==> src/can_accept_cfg.svh <==
`ifndef CAN_ACCEPT_CFG_SVH
`define CAN_ACCEPT_CFG_SVH

`define OFS_FILTER_ENABLE 12'h000
`define OFS_BUF_PTR0 12'h004
`define OFS_MASK_SEL_LOW 12'h014
`define OFS_MASK_SEL_HIGH 12'h018
`define OFS_MASK_SID0 12'h01c
`define OFS_MASK_EID0 12'h028
`define OFS_RX_FULL_LOW 12'h034
`define OFS_RX_FULL_HIGH 12'h038
`define OFS_RX_OVF_LOW 12'h03c
`define OFS_RX_OVF_HIGH 12'h040
`define OFS_IRQ_STATUS 12'h044
`define OFS_IRQ_ENABLE 12'h048
`define OFS_IRQ_CLEAR 12'h04c
`define OFS_FILTER_SID0 12'h100
`define OFS_FILTER_EID0 12'h140

`define RST_FILTER_ENABLE 16'hffff
`define RST_ZERO16 16'h0000
`define MASK_SID_IMPL 16'hffeb
`define POS_ID_MODE 3
`define PTR_FIFO 4'hf
`define SEL_RESERVED 2'h3
`define LAST_FILTER 4'hf
`define RESP_OKAY 2'h0
`define RESP_SLVERR 2'h2

`endif

==> src/can_accept_pkg.sv <==
package can_accept_pkg;

  typedef enum logic [1:0] {
    ST_IDLE = 2'b00,
    ST_READ = 2'b01,
    ST_CHECK = 2'b10
  } scan_state_t;

  typedef enum logic [1:0] {
    EVT_STORED = 2'b00,
    EVT_OVERFLOW = 2'b01,
    EVT_REJECTED = 2'b10
  } irq_bit_t;

  function automatic logic [15:0] lane_mask(input logic [1:0] be);
    lane_mask = {{8{be[1]}}, {8{be[0]}}};
  endfunction

  function automatic logic [15:0] merge16(input logic [15:0] old_v, input logic [15:0] new_v,
                                          input logic [1:0] be);
    merge16 = (old_v & ~lane_mask(be)) | (new_v & lane_mask(be));
  endfunction

endpackage

==> src/can_filter_mem.sv <==
`timescale 1ns/10ps
`default_nettype none
module can_filter_mem (
  input wire logic i_mclk,
  input wire logic i_resetn,
  input wire logic i_we,
  input wire logic [3:0] i_waddr,
  input wire logic [1:0] i_be,
  input wire logic [15:0] i_wdata,
  input wire logic [3:0] i_raddr_a,
  output logic [15:0] o_rdata_a,
  input wire logic [3:0] i_raddr_b,
  output logic [15:0] o_rdata_b
);
  // contents are undefined after reset, software programs every filter it enables
  logic [15:0] mem_q [16];

  always_ff @(posedge i_mclk)
  begin
    if (i_we && i_be[0])
    begin
      mem_q[i_waddr][7:0] <= i_wdata[7:0];
    end
    if (i_we && i_be[1])
    begin
      mem_q[i_waddr][15:8] <= i_wdata[15:8];
    end
  end

  always_ff @(posedge i_mclk or negedge i_resetn)
  begin
    if (!i_resetn)
    begin
      o_rdata_a <= 16'h0000;
      o_rdata_b <= 16'h0000;
    end
    else
    begin
      o_rdata_a <= mem_q[i_raddr_a];
      o_rdata_b <= mem_q[i_raddr_b];
    end
  end
endmodule // can_filter_mem
`default_nettype wire

==> src/can_filter_match.sv <==
`timescale 1ns/10ps
`default_nettype none
module can_filter_match (
  input wire logic [15:0] i_filt_sid,
  input wire logic [15:0] i_filt_eid,
  input wire logic [15:0] i_mask_sid,
  input wire logic [15:0] i_mask_eid,
  input wire logic [10:0] i_msg_sid,
  input wire logic [17:0] i_msg_eid,
  input wire logic i_msg_ext,
  output logic o_hit
);
  logic sid_ok;
  logic eid_ok;
  logic type_ok;

  // compare only bits the mask includes
  assign sid_ok = ((i_filt_sid[15:5] ^ i_msg_sid) & i_mask_sid[15:5]) == 11'h000;
  assign eid_ok = (({i_filt_sid[1:0], i_filt_eid} ^ i_msg_eid)
                   & {i_mask_sid[1:0], i_mask_eid}) == 18'h00000;
  // filter type bit only counts in strict mode
  assign type_ok = !i_mask_sid[3] || (i_filt_sid[3] == i_msg_ext);
  // standard frames carry no extended part
  assign o_hit = type_ok && sid_ok && (!i_msg_ext || eid_ok);
endmodule // can_filter_match
`default_nettype wire

==> src/can_accept_filter.sv <==
// Behaviour
// - filter extended word: each bit demands the same message extended id bit
// - two-bit mask source per filter picks mask 0, 1 or 2; 11 reserved
// - filters 7..0 mask sources in select-low register, filter 7 at top
// - filters 15..8 mask sources in select-high register, filter 15 at top
// - standard mask bit set compares that id bit, clear ignores it
// - eighteen extended mask bits include or exclude their id bit
// - strict mode bit: frame type must agree with filter extended select
// - relaxed mode: standard frames match on sid, extended on full id
// - thirty-two buffer-full flags in two registers, set when a buffer is stored
// - overflow flag set when accepted message targets a still-full buffer
// - mask standard word bits 4 and 2 always read zero
// - filter standard id bits must equal message standard id bits
// - filter extended select picks extended or standard frames in strict mode
// - filter takes part only while enabled; enables reset to all ones
// - four-bit pointer per filter: buffers 0..14, all ones means fifo
`timescale 1ns/10ps
`default_nettype none
`include "can_accept_cfg.svh"
module can_accept_filter
  import can_accept_pkg::*;
(
  input wire logic i_mclk,
  input wire logic i_resetn,
  input wire logic [11:0] i_s_axi_awaddr,
  input wire logic i_s_axi_awvalid,
  output logic o_s_axi_awready,
  input wire logic [31:0] i_s_axi_wdata,
  input wire logic [3:0] i_s_axi_wstrb,
  input wire logic i_s_axi_wvalid,
  output logic o_s_axi_wready,
  output logic [1:0] o_s_axi_bresp,
  output logic o_s_axi_bvalid,
  input wire logic i_s_axi_bready,
  input wire logic [11:0] i_s_axi_araddr,
  input wire logic i_s_axi_arvalid,
  output logic o_s_axi_arready,
  output logic [31:0] o_s_axi_rdata,
  output logic [1:0] o_s_axi_rresp,
  output logic o_s_axi_rvalid,
  input wire logic i_s_axi_rready,
  input wire logic i_msg_valid,
  output logic o_msg_ready,
  input wire logic [10:0] i_msg_sid,
  input wire logic [17:0] i_msg_eid,
  input wire logic i_msg_ext,
  input wire logic [4:0] i_msg_fifo_slot,
  output logic o_rx_done,
  output logic o_rx_hit,
  output logic [3:0] o_rx_filter,
  output logic [4:0] o_rx_buffer,
  output logic o_rx_overflow,
  output logic o_irq
);

  function automatic logic in_region(input logic [11:0] a, input logic [11:0] base);
    in_region = (a[11:6] == base[11:6]);
  endfunction

  function automatic logic addr_known(input logic [11:0] a);
    addr_known = (a[1:0] == 2'h0) && ((a <= `OFS_IRQ_CLEAR) || in_region(a, `OFS_FILTER_SID0)
                 || in_region(a, `OFS_FILTER_EID0));
  endfunction

  logic aw_held_q;
  logic w_held_q;
  logic [11:0] aw_addr_q;
  logic [15:0] w_data_q;
  logic [1:0] w_be_q;
  logic bvalid_q;
  logic [1:0] bresp_q;
  logic wr_fire;
  logic [1:0] rd_stage_q;
  logic [11:0] ar_addr_q;
  logic [31:0] rdata_q;
  logic [1:0] rresp_q;
  logic rvalid_q;
  logic [15:0] rd_mux;

  logic [15:0] en_q;
  logic [15:0] ptr_q [4];
  logic [15:0] sel_q [2];
  logic [15:0] msid_q [3];
  logic [15:0] meid_q [3];
  logic [31:0] full_q;
  logic [31:0] ovf_q;
  logic [2:0] irq_st_q;
  logic [2:0] irq_en_q;

  scan_state_t state_q;
  logic [3:0] idx_q;
  logic [10:0] msg_sid_q;
  logic [17:0] msg_eid_q;
  logic msg_ext_q;
  logic [4:0] slot_q;
  logic [15:0] fsid_bus, feid_bus, fsid_scan, feid_scan;
  logic [1:0] sel;
  logic [15:0] mask_sid, mask_eid;
  logic id_hit, cand_hit, fin, fin_hit, tgt_full;
  logic [3:0] ptr;
  logic [4:0] tgt;
  logic [31:0] clr_full, clr_ovf, set_full, set_ovf;
  logic [2:0] irq_evt;

  // write channel: address and data taken in either order, one write in flight
  assign o_s_axi_awready = !aw_held_q && !bvalid_q;
  assign o_s_axi_wready = !w_held_q && !bvalid_q;
  assign wr_fire = aw_held_q && w_held_q && !bvalid_q;
  assign o_s_axi_bvalid = bvalid_q;
  assign o_s_axi_bresp = bresp_q;

  always_ff @(posedge i_mclk or negedge i_resetn)
  begin
    if (!i_resetn)
    begin
      aw_held_q <= 1'b0;
      w_held_q <= 1'b0;
      aw_addr_q <= 12'h000;
      w_data_q <= 16'h0000;
      w_be_q <= 2'h0;
      bvalid_q <= 1'b0;
      bresp_q <= `RESP_OKAY;
    end
    else
    begin
      if (i_s_axi_awvalid && o_s_axi_awready)
      begin
        aw_held_q <= 1'b1;
        aw_addr_q <= i_s_axi_awaddr;
      end
      if (i_s_axi_wvalid && o_s_axi_wready)
      begin
        w_held_q <= 1'b1;
        w_data_q <= i_s_axi_wdata[15:0];
        w_be_q <= i_s_axi_wstrb[1:0];
      end
      if (wr_fire)
      begin
        aw_held_q <= 1'b0;
        w_held_q <= 1'b0;
        bvalid_q <= 1'b1;
        bresp_q <= addr_known(aw_addr_q) ? `RESP_OKAY : `RESP_SLVERR;
      end
      else if (bvalid_q && i_s_axi_bready)
      begin
        bvalid_q <= 1'b0;
      end
    end
  end

  // configuration registers; unknown-at-power-up fields start at zero here
  always_ff @(posedge i_mclk or negedge i_resetn)
  begin
    if (!i_resetn)
    begin
      en_q <= `RST_FILTER_ENABLE;
      irq_en_q <= 3'h0;
      for (int k = 0; k < 4; k++) ptr_q[k] <= `RST_ZERO16;
      for (int k = 0; k < 2; k++) sel_q[k] <= `RST_ZERO16;
      for (int k = 0; k < 3; k++)
      begin
        msid_q[k] <= `RST_ZERO16;
        meid_q[k] <= `RST_ZERO16;
      end
    end
    else if (wr_fire)
    begin
      if (aw_addr_q == `OFS_FILTER_ENABLE) en_q <= merge16(en_q, w_data_q, w_be_q);
      if (aw_addr_q == `OFS_IRQ_ENABLE) irq_en_q <= w_be_q[0] ? w_data_q[2:0] : irq_en_q;
      for (int k = 0; k < 4; k++)
        if (aw_addr_q == `OFS_BUF_PTR0 + 12'(4 * k)) ptr_q[k] <= merge16(ptr_q[k], w_data_q, w_be_q);
      if (aw_addr_q == `OFS_MASK_SEL_LOW) sel_q[0] <= merge16(sel_q[0], w_data_q, w_be_q);
      if (aw_addr_q == `OFS_MASK_SEL_HIGH) sel_q[1] <= merge16(sel_q[1], w_data_q, w_be_q);
      for (int k = 0; k < 3; k++)
      begin
        if (aw_addr_q == `OFS_MASK_SID0 + 12'(4 * k))
          msid_q[k] <= merge16(msid_q[k], w_data_q, w_be_q) & `MASK_SID_IMPL;
        if (aw_addr_q == `OFS_MASK_EID0 + 12'(4 * k))
          meid_q[k] <= merge16(meid_q[k], w_data_q, w_be_q);
      end
    end
  end

  // filter identifier words; the scan port and the bus port read independently
  can_filter_mem u_sid_mem (
    .i_mclk(i_mclk),
    .i_resetn(i_resetn),
    .i_we(wr_fire && in_region(aw_addr_q, `OFS_FILTER_SID0)),
    .i_waddr(aw_addr_q[5:2]),
    .i_be(w_be_q),
    .i_wdata(w_data_q & `MASK_SID_IMPL),
    .i_raddr_a(ar_addr_q[5:2]),
    .o_rdata_a(fsid_bus),
    .i_raddr_b(idx_q),
    .o_rdata_b(fsid_scan)
  );

  can_filter_mem u_eid_mem (
    .i_mclk(i_mclk),
    .i_resetn(i_resetn),
    .i_we(wr_fire && in_region(aw_addr_q, `OFS_FILTER_EID0)),
    .i_waddr(aw_addr_q[5:2]),
    .i_be(w_be_q),
    .i_wdata(w_data_q),
    .i_raddr_a(ar_addr_q[5:2]),
    .o_rdata_a(feid_bus),
    .i_raddr_b(idx_q),
    .o_rdata_b(feid_scan)
  );

  // read channel: two cycles so the memory output settles before rdata is latched
  assign o_s_axi_arready = (rd_stage_q == 2'h0) && !rvalid_q;
  assign o_s_axi_rvalid = rvalid_q;
  assign o_s_axi_rdata = rdata_q;
  assign o_s_axi_rresp = rresp_q;

  always_comb
  begin
    rd_mux = 16'h0000;
    if (ar_addr_q == `OFS_FILTER_ENABLE) rd_mux = en_q;
    for (int k = 0; k < 4; k++)
      if (ar_addr_q == `OFS_BUF_PTR0 + 12'(4 * k)) rd_mux = ptr_q[k];
    if (ar_addr_q == `OFS_MASK_SEL_LOW) rd_mux = sel_q[0];
    if (ar_addr_q == `OFS_MASK_SEL_HIGH) rd_mux = sel_q[1];
    for (int k = 0; k < 3; k++)
    begin
      if (ar_addr_q == `OFS_MASK_SID0 + 12'(4 * k)) rd_mux = msid_q[k];
      if (ar_addr_q == `OFS_MASK_EID0 + 12'(4 * k)) rd_mux = meid_q[k];
    end
    if (ar_addr_q == `OFS_RX_FULL_LOW) rd_mux = full_q[15:0];
    if (ar_addr_q == `OFS_RX_FULL_HIGH) rd_mux = full_q[31:16];
    if (ar_addr_q == `OFS_RX_OVF_LOW) rd_mux = ovf_q[15:0];
    if (ar_addr_q == `OFS_RX_OVF_HIGH) rd_mux = ovf_q[31:16];
    if (ar_addr_q == `OFS_IRQ_STATUS) rd_mux = {13'h0000, irq_st_q};
    if (ar_addr_q == `OFS_IRQ_ENABLE) rd_mux = {13'h0000, irq_en_q};
    if (in_region(ar_addr_q, `OFS_FILTER_SID0)) rd_mux = fsid_bus;
    if (in_region(ar_addr_q, `OFS_FILTER_EID0)) rd_mux = feid_bus;
    if (!addr_known(ar_addr_q)) rd_mux = 16'h0000;
  end

  always_ff @(posedge i_mclk or negedge i_resetn)
  begin
    if (!i_resetn)
    begin
      rd_stage_q <= 2'h0;
      ar_addr_q <= 12'h000;
      rdata_q <= 32'h00000000;
      rresp_q <= `RESP_OKAY;
      rvalid_q <= 1'b0;
    end
    else
    begin
      if (i_s_axi_arvalid && o_s_axi_arready)
      begin
        ar_addr_q <= i_s_axi_araddr;
        rd_stage_q <= 2'h1;
      end
      else if (rd_stage_q == 2'h1)
      begin
        rd_stage_q <= 2'h2;
      end
      else if (rd_stage_q == 2'h2)
      begin
        rd_stage_q <= 2'h0;
        rvalid_q <= 1'b1;
        rdata_q <= {16'h0000, rd_mux};
        rresp_q <= addr_known(ar_addr_q) ? `RESP_OKAY : `RESP_SLVERR;
      end
      else if (rvalid_q && i_s_axi_rready)
      begin
        rvalid_q <= 1'b0;
      end
    end
  end

  // scan filters one by one from 0 upward, so the first hit is the lowest number
  assign o_msg_ready = (state_q == ST_IDLE);
  assign sel = sel_q[idx_q[3]][{idx_q[2:0], 1'b0} +: 2];

  always_comb
  begin
    mask_sid = 16'h0000;
    mask_eid = 16'h0000;
    unique case (sel)
      2'h0: begin mask_sid = msid_q[0]; mask_eid = meid_q[0]; end
      2'h1: begin mask_sid = msid_q[1]; mask_eid = meid_q[1]; end
      2'h2: begin mask_sid = msid_q[2]; mask_eid = meid_q[2]; end
      2'h3: begin mask_sid = 16'h0000; mask_eid = 16'h0000; end
    endcase
  end

  can_filter_match u_match (
    .i_filt_sid(fsid_scan),
    .i_filt_eid(feid_scan),
    .i_mask_sid(mask_sid),
    .i_mask_eid(mask_eid),
    .i_msg_sid(msg_sid_q),
    .i_msg_eid(msg_eid_q),
    .i_msg_ext(msg_ext_q),
    .o_hit(id_hit)
  );

  // a reserved selector never matches rather than guessing a mask
  assign cand_hit = (state_q == ST_CHECK) && en_q[idx_q] && (sel != `SEL_RESERVED) && id_hit;
  assign fin = (state_q == ST_CHECK) && (cand_hit || idx_q == `LAST_FILTER);
  assign fin_hit = fin && cand_hit;
  assign ptr = ptr_q[idx_q[3:2]][{idx_q[1:0], 2'h0} +: 4];
  assign tgt = (ptr == `PTR_FIFO) ? slot_q : {1'b0, ptr};
  assign tgt_full = full_q[tgt];

  always_ff @(posedge i_mclk or negedge i_resetn)
  begin
    if (!i_resetn)
    begin
      state_q <= ST_IDLE;
      idx_q <= 4'h0;
      msg_sid_q <= 11'h000;
      msg_eid_q <= 18'h00000;
      msg_ext_q <= 1'b0;
      slot_q <= 5'h00;
    end
    else
    begin
      unique case (state_q)
        ST_IDLE:
          if (i_msg_valid)
          begin
            msg_sid_q <= i_msg_sid;
            msg_eid_q <= i_msg_eid;
            msg_ext_q <= i_msg_ext;
            slot_q <= i_msg_fifo_slot;
            idx_q <= 4'h0;
            state_q <= ST_READ;
          end
        ST_READ:
          state_q <= ST_CHECK;
        ST_CHECK:
          if (fin)
          begin
            state_q <= ST_IDLE;
          end
          else
          begin
            idx_q <= idx_q + 4'h1;
            state_q <= ST_READ;
          end
        default:
          state_q <= ST_IDLE;
      endcase
    end
  end

  always_ff @(posedge i_mclk or negedge i_resetn)
  begin
    if (!i_resetn)
    begin
      o_rx_done <= 1'b0;
      o_rx_hit <= 1'b0;
      o_rx_filter <= 4'h0;
      o_rx_buffer <= 5'h00;
      o_rx_overflow <= 1'b0;
    end
    else
    begin
      o_rx_done <= fin;
      if (fin)
      begin
        o_rx_hit <= cand_hit;
        o_rx_filter <= idx_q;
        o_rx_buffer <= cand_hit ? tgt : 5'h00;
        o_rx_overflow <= fin_hit && tgt_full;
      end
    end
  end

  // flag registers: software can only clear (written zero), the module only sets
  assign set_full = (fin_hit && !tgt_full) ? (32'h00000001 << tgt) : 32'h00000000;
  assign set_ovf = (fin_hit && tgt_full) ? (32'h00000001 << tgt) : 32'h00000000;
  assign clr_full = !wr_fire ? 32'h00000000 :
                    (aw_addr_q == `OFS_RX_FULL_LOW) ? {16'h0000, ~w_data_q & lane_mask(w_be_q)} :
                    (aw_addr_q == `OFS_RX_FULL_HIGH) ? {~w_data_q & lane_mask(w_be_q), 16'h0000} :
                    32'h00000000;
  assign clr_ovf = !wr_fire ? 32'h00000000 :
                   (aw_addr_q == `OFS_RX_OVF_LOW) ? {16'h0000, ~w_data_q & lane_mask(w_be_q)} :
                   (aw_addr_q == `OFS_RX_OVF_HIGH) ? {~w_data_q & lane_mask(w_be_q), 16'h0000} :
                   32'h00000000;

  always_ff @(posedge i_mclk or negedge i_resetn)
  begin
    if (!i_resetn)
    begin
      full_q <= 32'h00000000;
      ovf_q <= 32'h00000000;
    end
    else
    begin
      // a set in the same cycle as a clear wins
      full_q <= (full_q & ~clr_full) | set_full;
      ovf_q <= (ovf_q & ~clr_ovf) | set_ovf;
    end
  end

  assign irq_evt = {fin && !cand_hit, fin_hit && tgt_full, fin_hit && !tgt_full};

  always_ff @(posedge i_mclk or negedge i_resetn)
  begin
    if (!i_resetn)
    begin
      irq_st_q <= 3'h0;
    end
    else if (wr_fire && aw_addr_q == `OFS_IRQ_CLEAR && w_be_q[0])
    begin
      irq_st_q <= (irq_st_q & ~w_data_q[2:0]) | irq_evt;
    end
    else
    begin
      irq_st_q <= irq_st_q | irq_evt;
    end
  end

  assign o_irq = |(irq_st_q & irq_en_q);
endmodule // can_accept_filter
`default_nettype wire

==> config.mk <==
export PLATFORM = sky130hd
export DESIGN_NAME = can_accept_filter
export DESIGN_NICKNAME = d
export VERILOG_FILES = /design/src/can_accept_pkg.sv /design/src/can_filter_mem.sv /design/src/can_filter_match.sv /design/src/can_accept_filter.sv
export VERILOG_INCLUDE_DIRS = /design/src /design/src/src
export SDC_FILE = /design/constraint.sdc
export NUM_CORES = 2
export LEC_CHECK = 0
export ABC_AREA = 1
export BUFFER_PORTS_ARGS = -buffer_cell sky130_fd_sc_hd__buf_2
export CELL_PAD_IN_SITES_DETAIL_PLACEMENT = 1
export CELL_PAD_IN_SITES_GLOBAL_PLACEMENT = 1
export CORE_MARGIN = 4
export CORE_UTILIZATION = 30
export DETAILED_ROUTE_END_ITERATION = 16
export GPL_TIMING_DRIVEN = 1
export PLACE_DENSITY_LB_ADDON = 0.1
export SYNTH_ARGS = -nofsm -noshare
export SYNTH_HDL_FRONTEND = slang
export SYNTH_HIERARCHICAL = 1
export SYNTH_SLANG_ARGS = --single-unit
==> constraint.sdc <==
create_clock -name i_mclk -period 10.23 [get_ports i_mclk]
set_clock_uncertainty 0.05 [all_clocks]
set_input_delay 0 -clock i_mclk [delete_from_list [all_inputs] [get_ports i_mclk]]
set_output_delay 0 -clock i_mclk [all_outputs]
set_load 0.02 [all_outputs]
======== Yosys cells after proc, flatten, opt, wreduce, memory -nomap -nowiden ========
Memory sizes are Yosys's and may differ from the RTL's. A register that Yosys moved wholly into a read port is not among the register bits.
Cells that the tools add are included.
cells by class
  add/subtract/negate cells ............... 1
  multiply operators ...................... 0
  divide/modulo/power cells ............... 0
  order comparisons ....................... 6
  eq/ne operators ......................... 53
  shifts and indexed selects .............. 3
  muxes and demuxes ....................... 72
  bitwise operators ....................... 49
  reductions and logical operators ........ 83
operator list
  operator                count
  $mux W16                27
  $mux W32                8
  $and A16 B16 Y16        15
  $or A16 B16 Y16         13
  $eq A12 B6 Y1 const B   16
  $pmux W16 S4            2
  $eq A12 B5 Y1 const B   8
  $eq A12 B7 Y1 const B   6
  $and A32 B32 Y32        2
  $not A32 Y32            2
  $or A32 B32 Y32         2
  $eq A12 B4 Y1 const B   4
  $bmux W16 S2            1
  $not A16 Y16            2
  $shl A1 B5 Y32 const A  1
  $logic_and A1 B1 Y1     30
  $reduce_and A2 Y1       14
  $eq A12 B3 Y1 const B   2
  $eq A6 B3 Y1 const B    4
  $le A12 B7 Y1 const B   2
  $logic_not A12 Y1       2
  $mux W1                 19
  $and A18 B18 Y18        1
  $logic_not A18 Y1       1
  37 further kinds        83
storage, ports and cells
  register bits ........................... 409
  latch bits .............................. 0
  RAM bits ................................ 480
  ROM bits ................................ 0
  input port bits ......................... 103
  output and inout port bits .............. 55
  word-level logic and storage cells ...... 310
  memories kept ........................... 2
memories
  name             depth  width  rd ports  clocked after memory_dff  write ports  RTL line              text
  u_eid_mem.mem_q  16     16     2         2                         1            can_filter_mem.sv:16  logic [15:0] mem_q [16];
  u_sid_mem.mem_q  16     14     2         2                         1            can_filter_mem.sv:16

======== Depth between registers and ports, before layout ========
  depth after elaboration ................. 23
  gate-level depth with buffers ........... 29
  gate-level depth less buffers ........... 25

======== Hierarchy ========
The synthesis kept the hierarchy.
modules (own cells, without submodules)
  module                       times used  cells each  area each (um^2)  sequential area each (um^2)
  can_accept_filter            1           2,732       20,422.1          9,804.4
  can_filter_mem at u_eid_mem  1           1,712       14,649.0          8,488.1
  can_filter_mem at u_sid_mem  1           1,712       14,614.0          8,488.1
  can_filter_match             1           129         553.0             0.0

======== Worst setup path before layout ========
OpenSTA, ideal clock, no wires.
  kind .................................... reg-to-reg
  start ................................... reg idx_q[0]
  end ..................................... reg o_rx_buffer[4]
  library setup time ...................... 134 ps
  arrival time ............................ 3,455 ps
  data required time ...................... 10,046 ps
  slack ................................... 6,591 ps
  stages on the path, launching flop included .. 28
  path buffers ............................ 4
  period minus slack after synthesis ...... 3,639 ps
  cell sequence ........................... dfrtp_1 -> buf_2 -> buf_2 -> o21ai_0 -> o221ai_1 -> nand3_1 -> nand2_1 -> inv_1 -> nand2_1 -> inv_1 -> clkbuf_1 -> nand2_1 -> o211ai_1 -> nand2_1 -> nor2_1 -> nor2_1 -> nand2_1 -> nor2_2 -> nand3_1 -> a21oi_2 -> nand4_1 -> o21ai_0 -> inv_1 -> nor2_1 -> inv_1 -> buf_2 -> nand2_1 -> o21ai_0
on the way
  word-level cells in the longest chain between the ends .. 10
ends and longest elaborated chain
  item                                   RTL line                  text
  start: declaration                     can_accept_filter.sv:91   logic [3:0] idx_q;
  start signal: assignment               can_accept_filter.sv:344  idx_q <= idx_q + 4'h1;
  $shiftx A16 B5 Y2 *                    can_accept_filter.sv:278  assign sel = sel_q[idx_q[3]][{idx_q[2:0], 1'b0} +: 2];
  $eq A2 B2 Y1 (tied with other cells)   can_accept_filter.sv:284  unique case (sel)
  $pmux W16 S4 *                         can_accept_filter.sv:284
  net mask_eid[3]                        can_accept_filter.sv:98   logic [15:0] mask_sid, mask_eid;
  $and A18 B18 Y18 *                     can_filter_match.sv:20    & {i_mask_sid[1:0], i_mask_eid}) == 18'h00000;
  $logic_not A18 Y1 *                    can_filter_match.sv:19    assign eid_ok = (({i_filt_sid[1:0], i_filt_eid} ^ i_msg_eid)
  $logic_or A1 B1 Y1 *                   can_filter_match.sv:24    assign o_hit = type_ok && sid_ok && (!i_msg_ext || eid_ok);
  $logic_and A1 B1 Y1 *                  can_filter_match.sv:24
  net id_hit                             can_accept_filter.sv:99   logic id_hit, cand_hit, fin, fin_hit, tgt_full;
  $logic_and A1 B1 Y1 *                  can_accept_filter.sv:304  assign cand_hit = (state_q == ST_CHECK) && en_q[idx_q] && (sel != `SEL_RESERVED) && id_hit;
  $logic_or A1 B1 Y1 (no source line) *  n/a
  $logic_and A1 B1 Y1 *                  can_accept_filter.sv:305  assign fin = (state_q == ST_CHECK) && (cand_hit || idx_q == `LAST_FILTER);
  net fin                                can_accept_filter.sv:99
  end signal: assignment                 can_accept_filter.sv:370  o_rx_buffer <= cand_hit ? tgt : 5'h00;
  end: declaration                       can_accept_filter.sv:51   output logic [4:0] o_rx_buffer,
Mark *: on every way through the listed nets, which the timed path passes. The rest lies on a longest branch. The select of a mux whose other input is x is not followed.
A chain may end at the register's enable or synchronous reset.

======== Final worst setup path ========
  start ................................... reg idx_q[0]
  end ..................................... reg ovf_q[15]
on the way
  word-level cells in the longest chain between the ends .. 14
ends and longest elaborated chain
  item                                  RTL line                  text
  $shiftx A16 B5 Y2 *                   can_accept_filter.sv:278
  $eq A2 B2 Y1 (tied with other cells)  can_accept_filter.sv:284
  $pmux W16 S4 *                        can_accept_filter.sv:284
  net mask_eid[13]                      can_accept_filter.sv:98
  $and A18 B18 Y18 *                    can_filter_match.sv:20
  $logic_not A18 Y1 *                   can_filter_match.sv:19
  $logic_or A1 B1 Y1 *                  can_filter_match.sv:24
  $logic_and A1 B1 Y1 *                 can_filter_match.sv:24
  net id_hit                            can_accept_filter.sv:99
  $logic_and A1 B1 Y1 *                 can_accept_filter.sv:304
  $logic_or A1 B1 Y1 (no source line)   n/a
  $logic_and A1 B1 Y1                   can_accept_filter.sv:305
  $logic_and A1 B1 Y1 *                 can_accept_filter.sv:306  assign fin_hit = fin && cand_hit;
  $logic_and A1 B1 Y1 *                 can_accept_filter.sv:378  assign set_ovf = (fin_hit && tgt_full) ? (32'h00000001 << tgt) : 32'h00000000;
  $mux W32 *                            can_accept_filter.sv:378
  $or A32 B32 Y32 *                     can_accept_filter.sv:399  ovf_q <= (ovf_q & ~clr_ovf) | set_ovf;
  end signal: assignment                can_accept_filter.sv:399
  end: declaration                      can_accept_filter.sv:86   logic [31:0] ovf_q;
Marked as above.

==> flow_metrics.env <==
export IMPL_first_pass_iters=5
export IMPL_drive_above_1_share_pct=8.01
export IMPL_layout_cells_non_filler=8769
export IMPL_fillCellCount=19800
export IMPL_maxSlewHeadroom_pct=-3.92
export IMPL_p_clk_share_pct=30.0
export IMPL_drc=0
export IMPL_die_y_um=416
export IMPL_cp_end_kind="flop"
export IMPL_cts_buffer_depth=3
export IMPL_grt_pass1_wl_um=320000
export IMPL_grt_pass1_vias=46200
export IMPL_nNetsFinal=6573
export IMPL_cts_root_buf="clkbuf_16"
export IMPL_clkLatencyLatePin_ps=760
export IMPL_grt_max_degree=162
export IMPL_slew_viol_final=9
export IMPL_initial_utilization_pct=30.2
export IMPL_max_cap_violations=1
export IMPL_synth_warnings=6
export IMPL_port_buffers=121
export IMPL_cp_start_kind="flop"
export IMPL_synthToLayoutAreaGrowth_pct=17.6
export IMPL_ir_drop_uv=177
export IMPL_drt_vias_per_instance=5.04
export IMPL_internal_power_mw=8.74
export IMPL_overflow=0
export IMPL_ctsResizeCount=0
export IMPL_timing_setup_tns_ps=0
export IMPL_multi_input_area_sq_um=18500
export IMPL_cts_tree="done"
export IMPL_routabilityCongestion=0.841
export IMPL_syn_inst=6221
export IMPL_required_ps=10860
export IMPL_switching_power_mw=6.32
export IMPL_power_density_nw_per_um2=257
export IMPL_power_frac_seq_pct=34.8
export IMPL_track_usage_pct=25.0
export IMPL_cts_num_sinks=965
export IMPL_leakage_nw=26.3
export IMPL_seq_area_sq_um=26800
export IMPL_cp_arrival_ps=7180
export IMPL_pin_count=158
export IMPL_holdCritPathClass="input port to flop"
export IMPL_first_iter_violations=3031
export IMPL_fp_row_count=149
export IMPL_min_period_over_period_pct=64.0
export IMPL_cts_buffers=121
export IMPL_combPwrFrac_pct=35.2
export IMPL_wl_um=219000
export IMPL_synth_area_per_cell_sq_um=8.02
export IMPL_core_sq_um=165000
export IMPL_clk_pin_slew_ps=60
export IMPL_violations="max-capacitance violations, max-slew violations"
export IMPL_worst_slew_pin_slew_ps=1550
export IMPL_setup_violations=0
export IMPL_status="finished with violations"
export IMPL_antenna_found_initial=11
export IMPL_vias=44200
export IMPL_cts_htree_levels=3
export IMPL_die_x_um=416
export IMPL_dp_cells=8320
export IMPL_cp_max_fo=35
export IMPL_hold_viol=0
export IMPL_rsz0062_at_grt="false"
export IMPL_worst_setup_path_type="flop to flop"
export IMPL_fmax_mhz=153
export IMPL_dp_hpwl_um=140000
export IMPL_syn_area_sq_um=49900
export IMPL_wl_per_cell_um=25.0
export IMPL_cts_setup_buffers=0
export IMPL_ant_nets=0
export IMPL_p_sw_share_pct=42.0
export IMPL_min_period_ps=6550
export IMPL_dieArea_sq_um=173000
worst max-delay path, stage by stage, from the launching register on:
cell and delay (ps):
dfrtp_4 700, inv_2 550, o21ai_0 180, o211ai_1 200, nand3_1 160, nand2_1 180, inv_1 70, nand2_1 390
inv_1 610, nand2_1 200, o211ai_1 270, nand2_1 160, nor2_1 50, nor2_1 80, nand2_1 70, nor2_2 100
nand3_1 100, a21oi_2 280, nand4_1 530, inv_2 730, buf_4 490, nand4_1 150, nand2_1 90
per-layer routing:
metal	global-route usage [%]	vias to the layer above	part of all wire, %
met4	9.25	0	4.0
met2	43.4	979	49
met1	32.1	22300	43
met3	2.49	340	3.7
li1	-	20600	-
met5	0	-	0
per-stage QoR:
step | power, mW | setup WS (ps) | utilization, % | area [sq um] | hold slack [ps]
3_5_place_dp | 10.4 | 3740 | 31.7 | 52300 | 10.9
4_1_cts | 15.2 | 3710 | 35.5 | 58700 | 1.16
2_1_floorplan | 8.04 | 6590 | - | 50100 | -346
3_3_place_gp | 10.4 | 3800 | 31.7 | 52300 | 0.956
6_report | 15.1 | 3680 | 35.5 | 58700 | 82.9
5_1_grt | 15.8 | 3340 | 35.5 | 58700 | 53.0
power by group through the flow:
stage,Sequential (mW),Combinational [mW],Clock (mW)
floorplan,5.12,2.92,0
global placement,5.30,5.11,0
detailed placement,5.31,5.13,0
CTS,5.24,5.32,4.64
global route,5.27,5.73,4.79
finish,5.24,5.30,4.52
cell type report:
cell class	count	share of cell area, %
Timing Repair Buffer	443	6.18
Antenna cell	11	0.0469
Inverter	766	4.93
Sequential cell	965	45.6
Tap cell	2189	4.67
Multi-Input combinational cell	4172	31.5
Clock inverter	52	1.10
Clock buffer	171	6.02
cells in the final DEF (no fill, tap or decap), types with 25 or more instances in the layout:
cell type and instances:
nand2_1 2000, nand3_1 1117, inv_1 743, edfxtp_1 512, dfrtp_1 429, o21ai_0 368, nor2_1 340, dlygate4sd3_1 214
clkbuf_16 130, buf_2 120, buf_4 104, a21oi_1 82, nand4_1 59, conb_1 50, mux2_2 40, clkbuf_1 28
clkinv_2 25
final timing paths:
kind	startpoint	to	slack, ps	depth (start not counted)
hold reg to reg	state_q[1]	state_q[1]	400	1
min in group asynchronous	i_resetn	asynchronous set/reset pin	360	4
max in group asynchronous	i_resetn	ar_addr_q[4]	7820	5
hold / removal	i_msg_eid[11]	msg_eid_q[11]	80	3
setup / recovery	idx_q[0]	ovf_q[15]	3680	22
setup reg to reg	idx_q[0]	ovf_q[15]	3680	22
timing repair:
action                     CTS  global route
hold endpoints to repair   226             0
setup endpoints to repair    0             0
hold buffers               215             0
(Power assumes the default switching activity.)
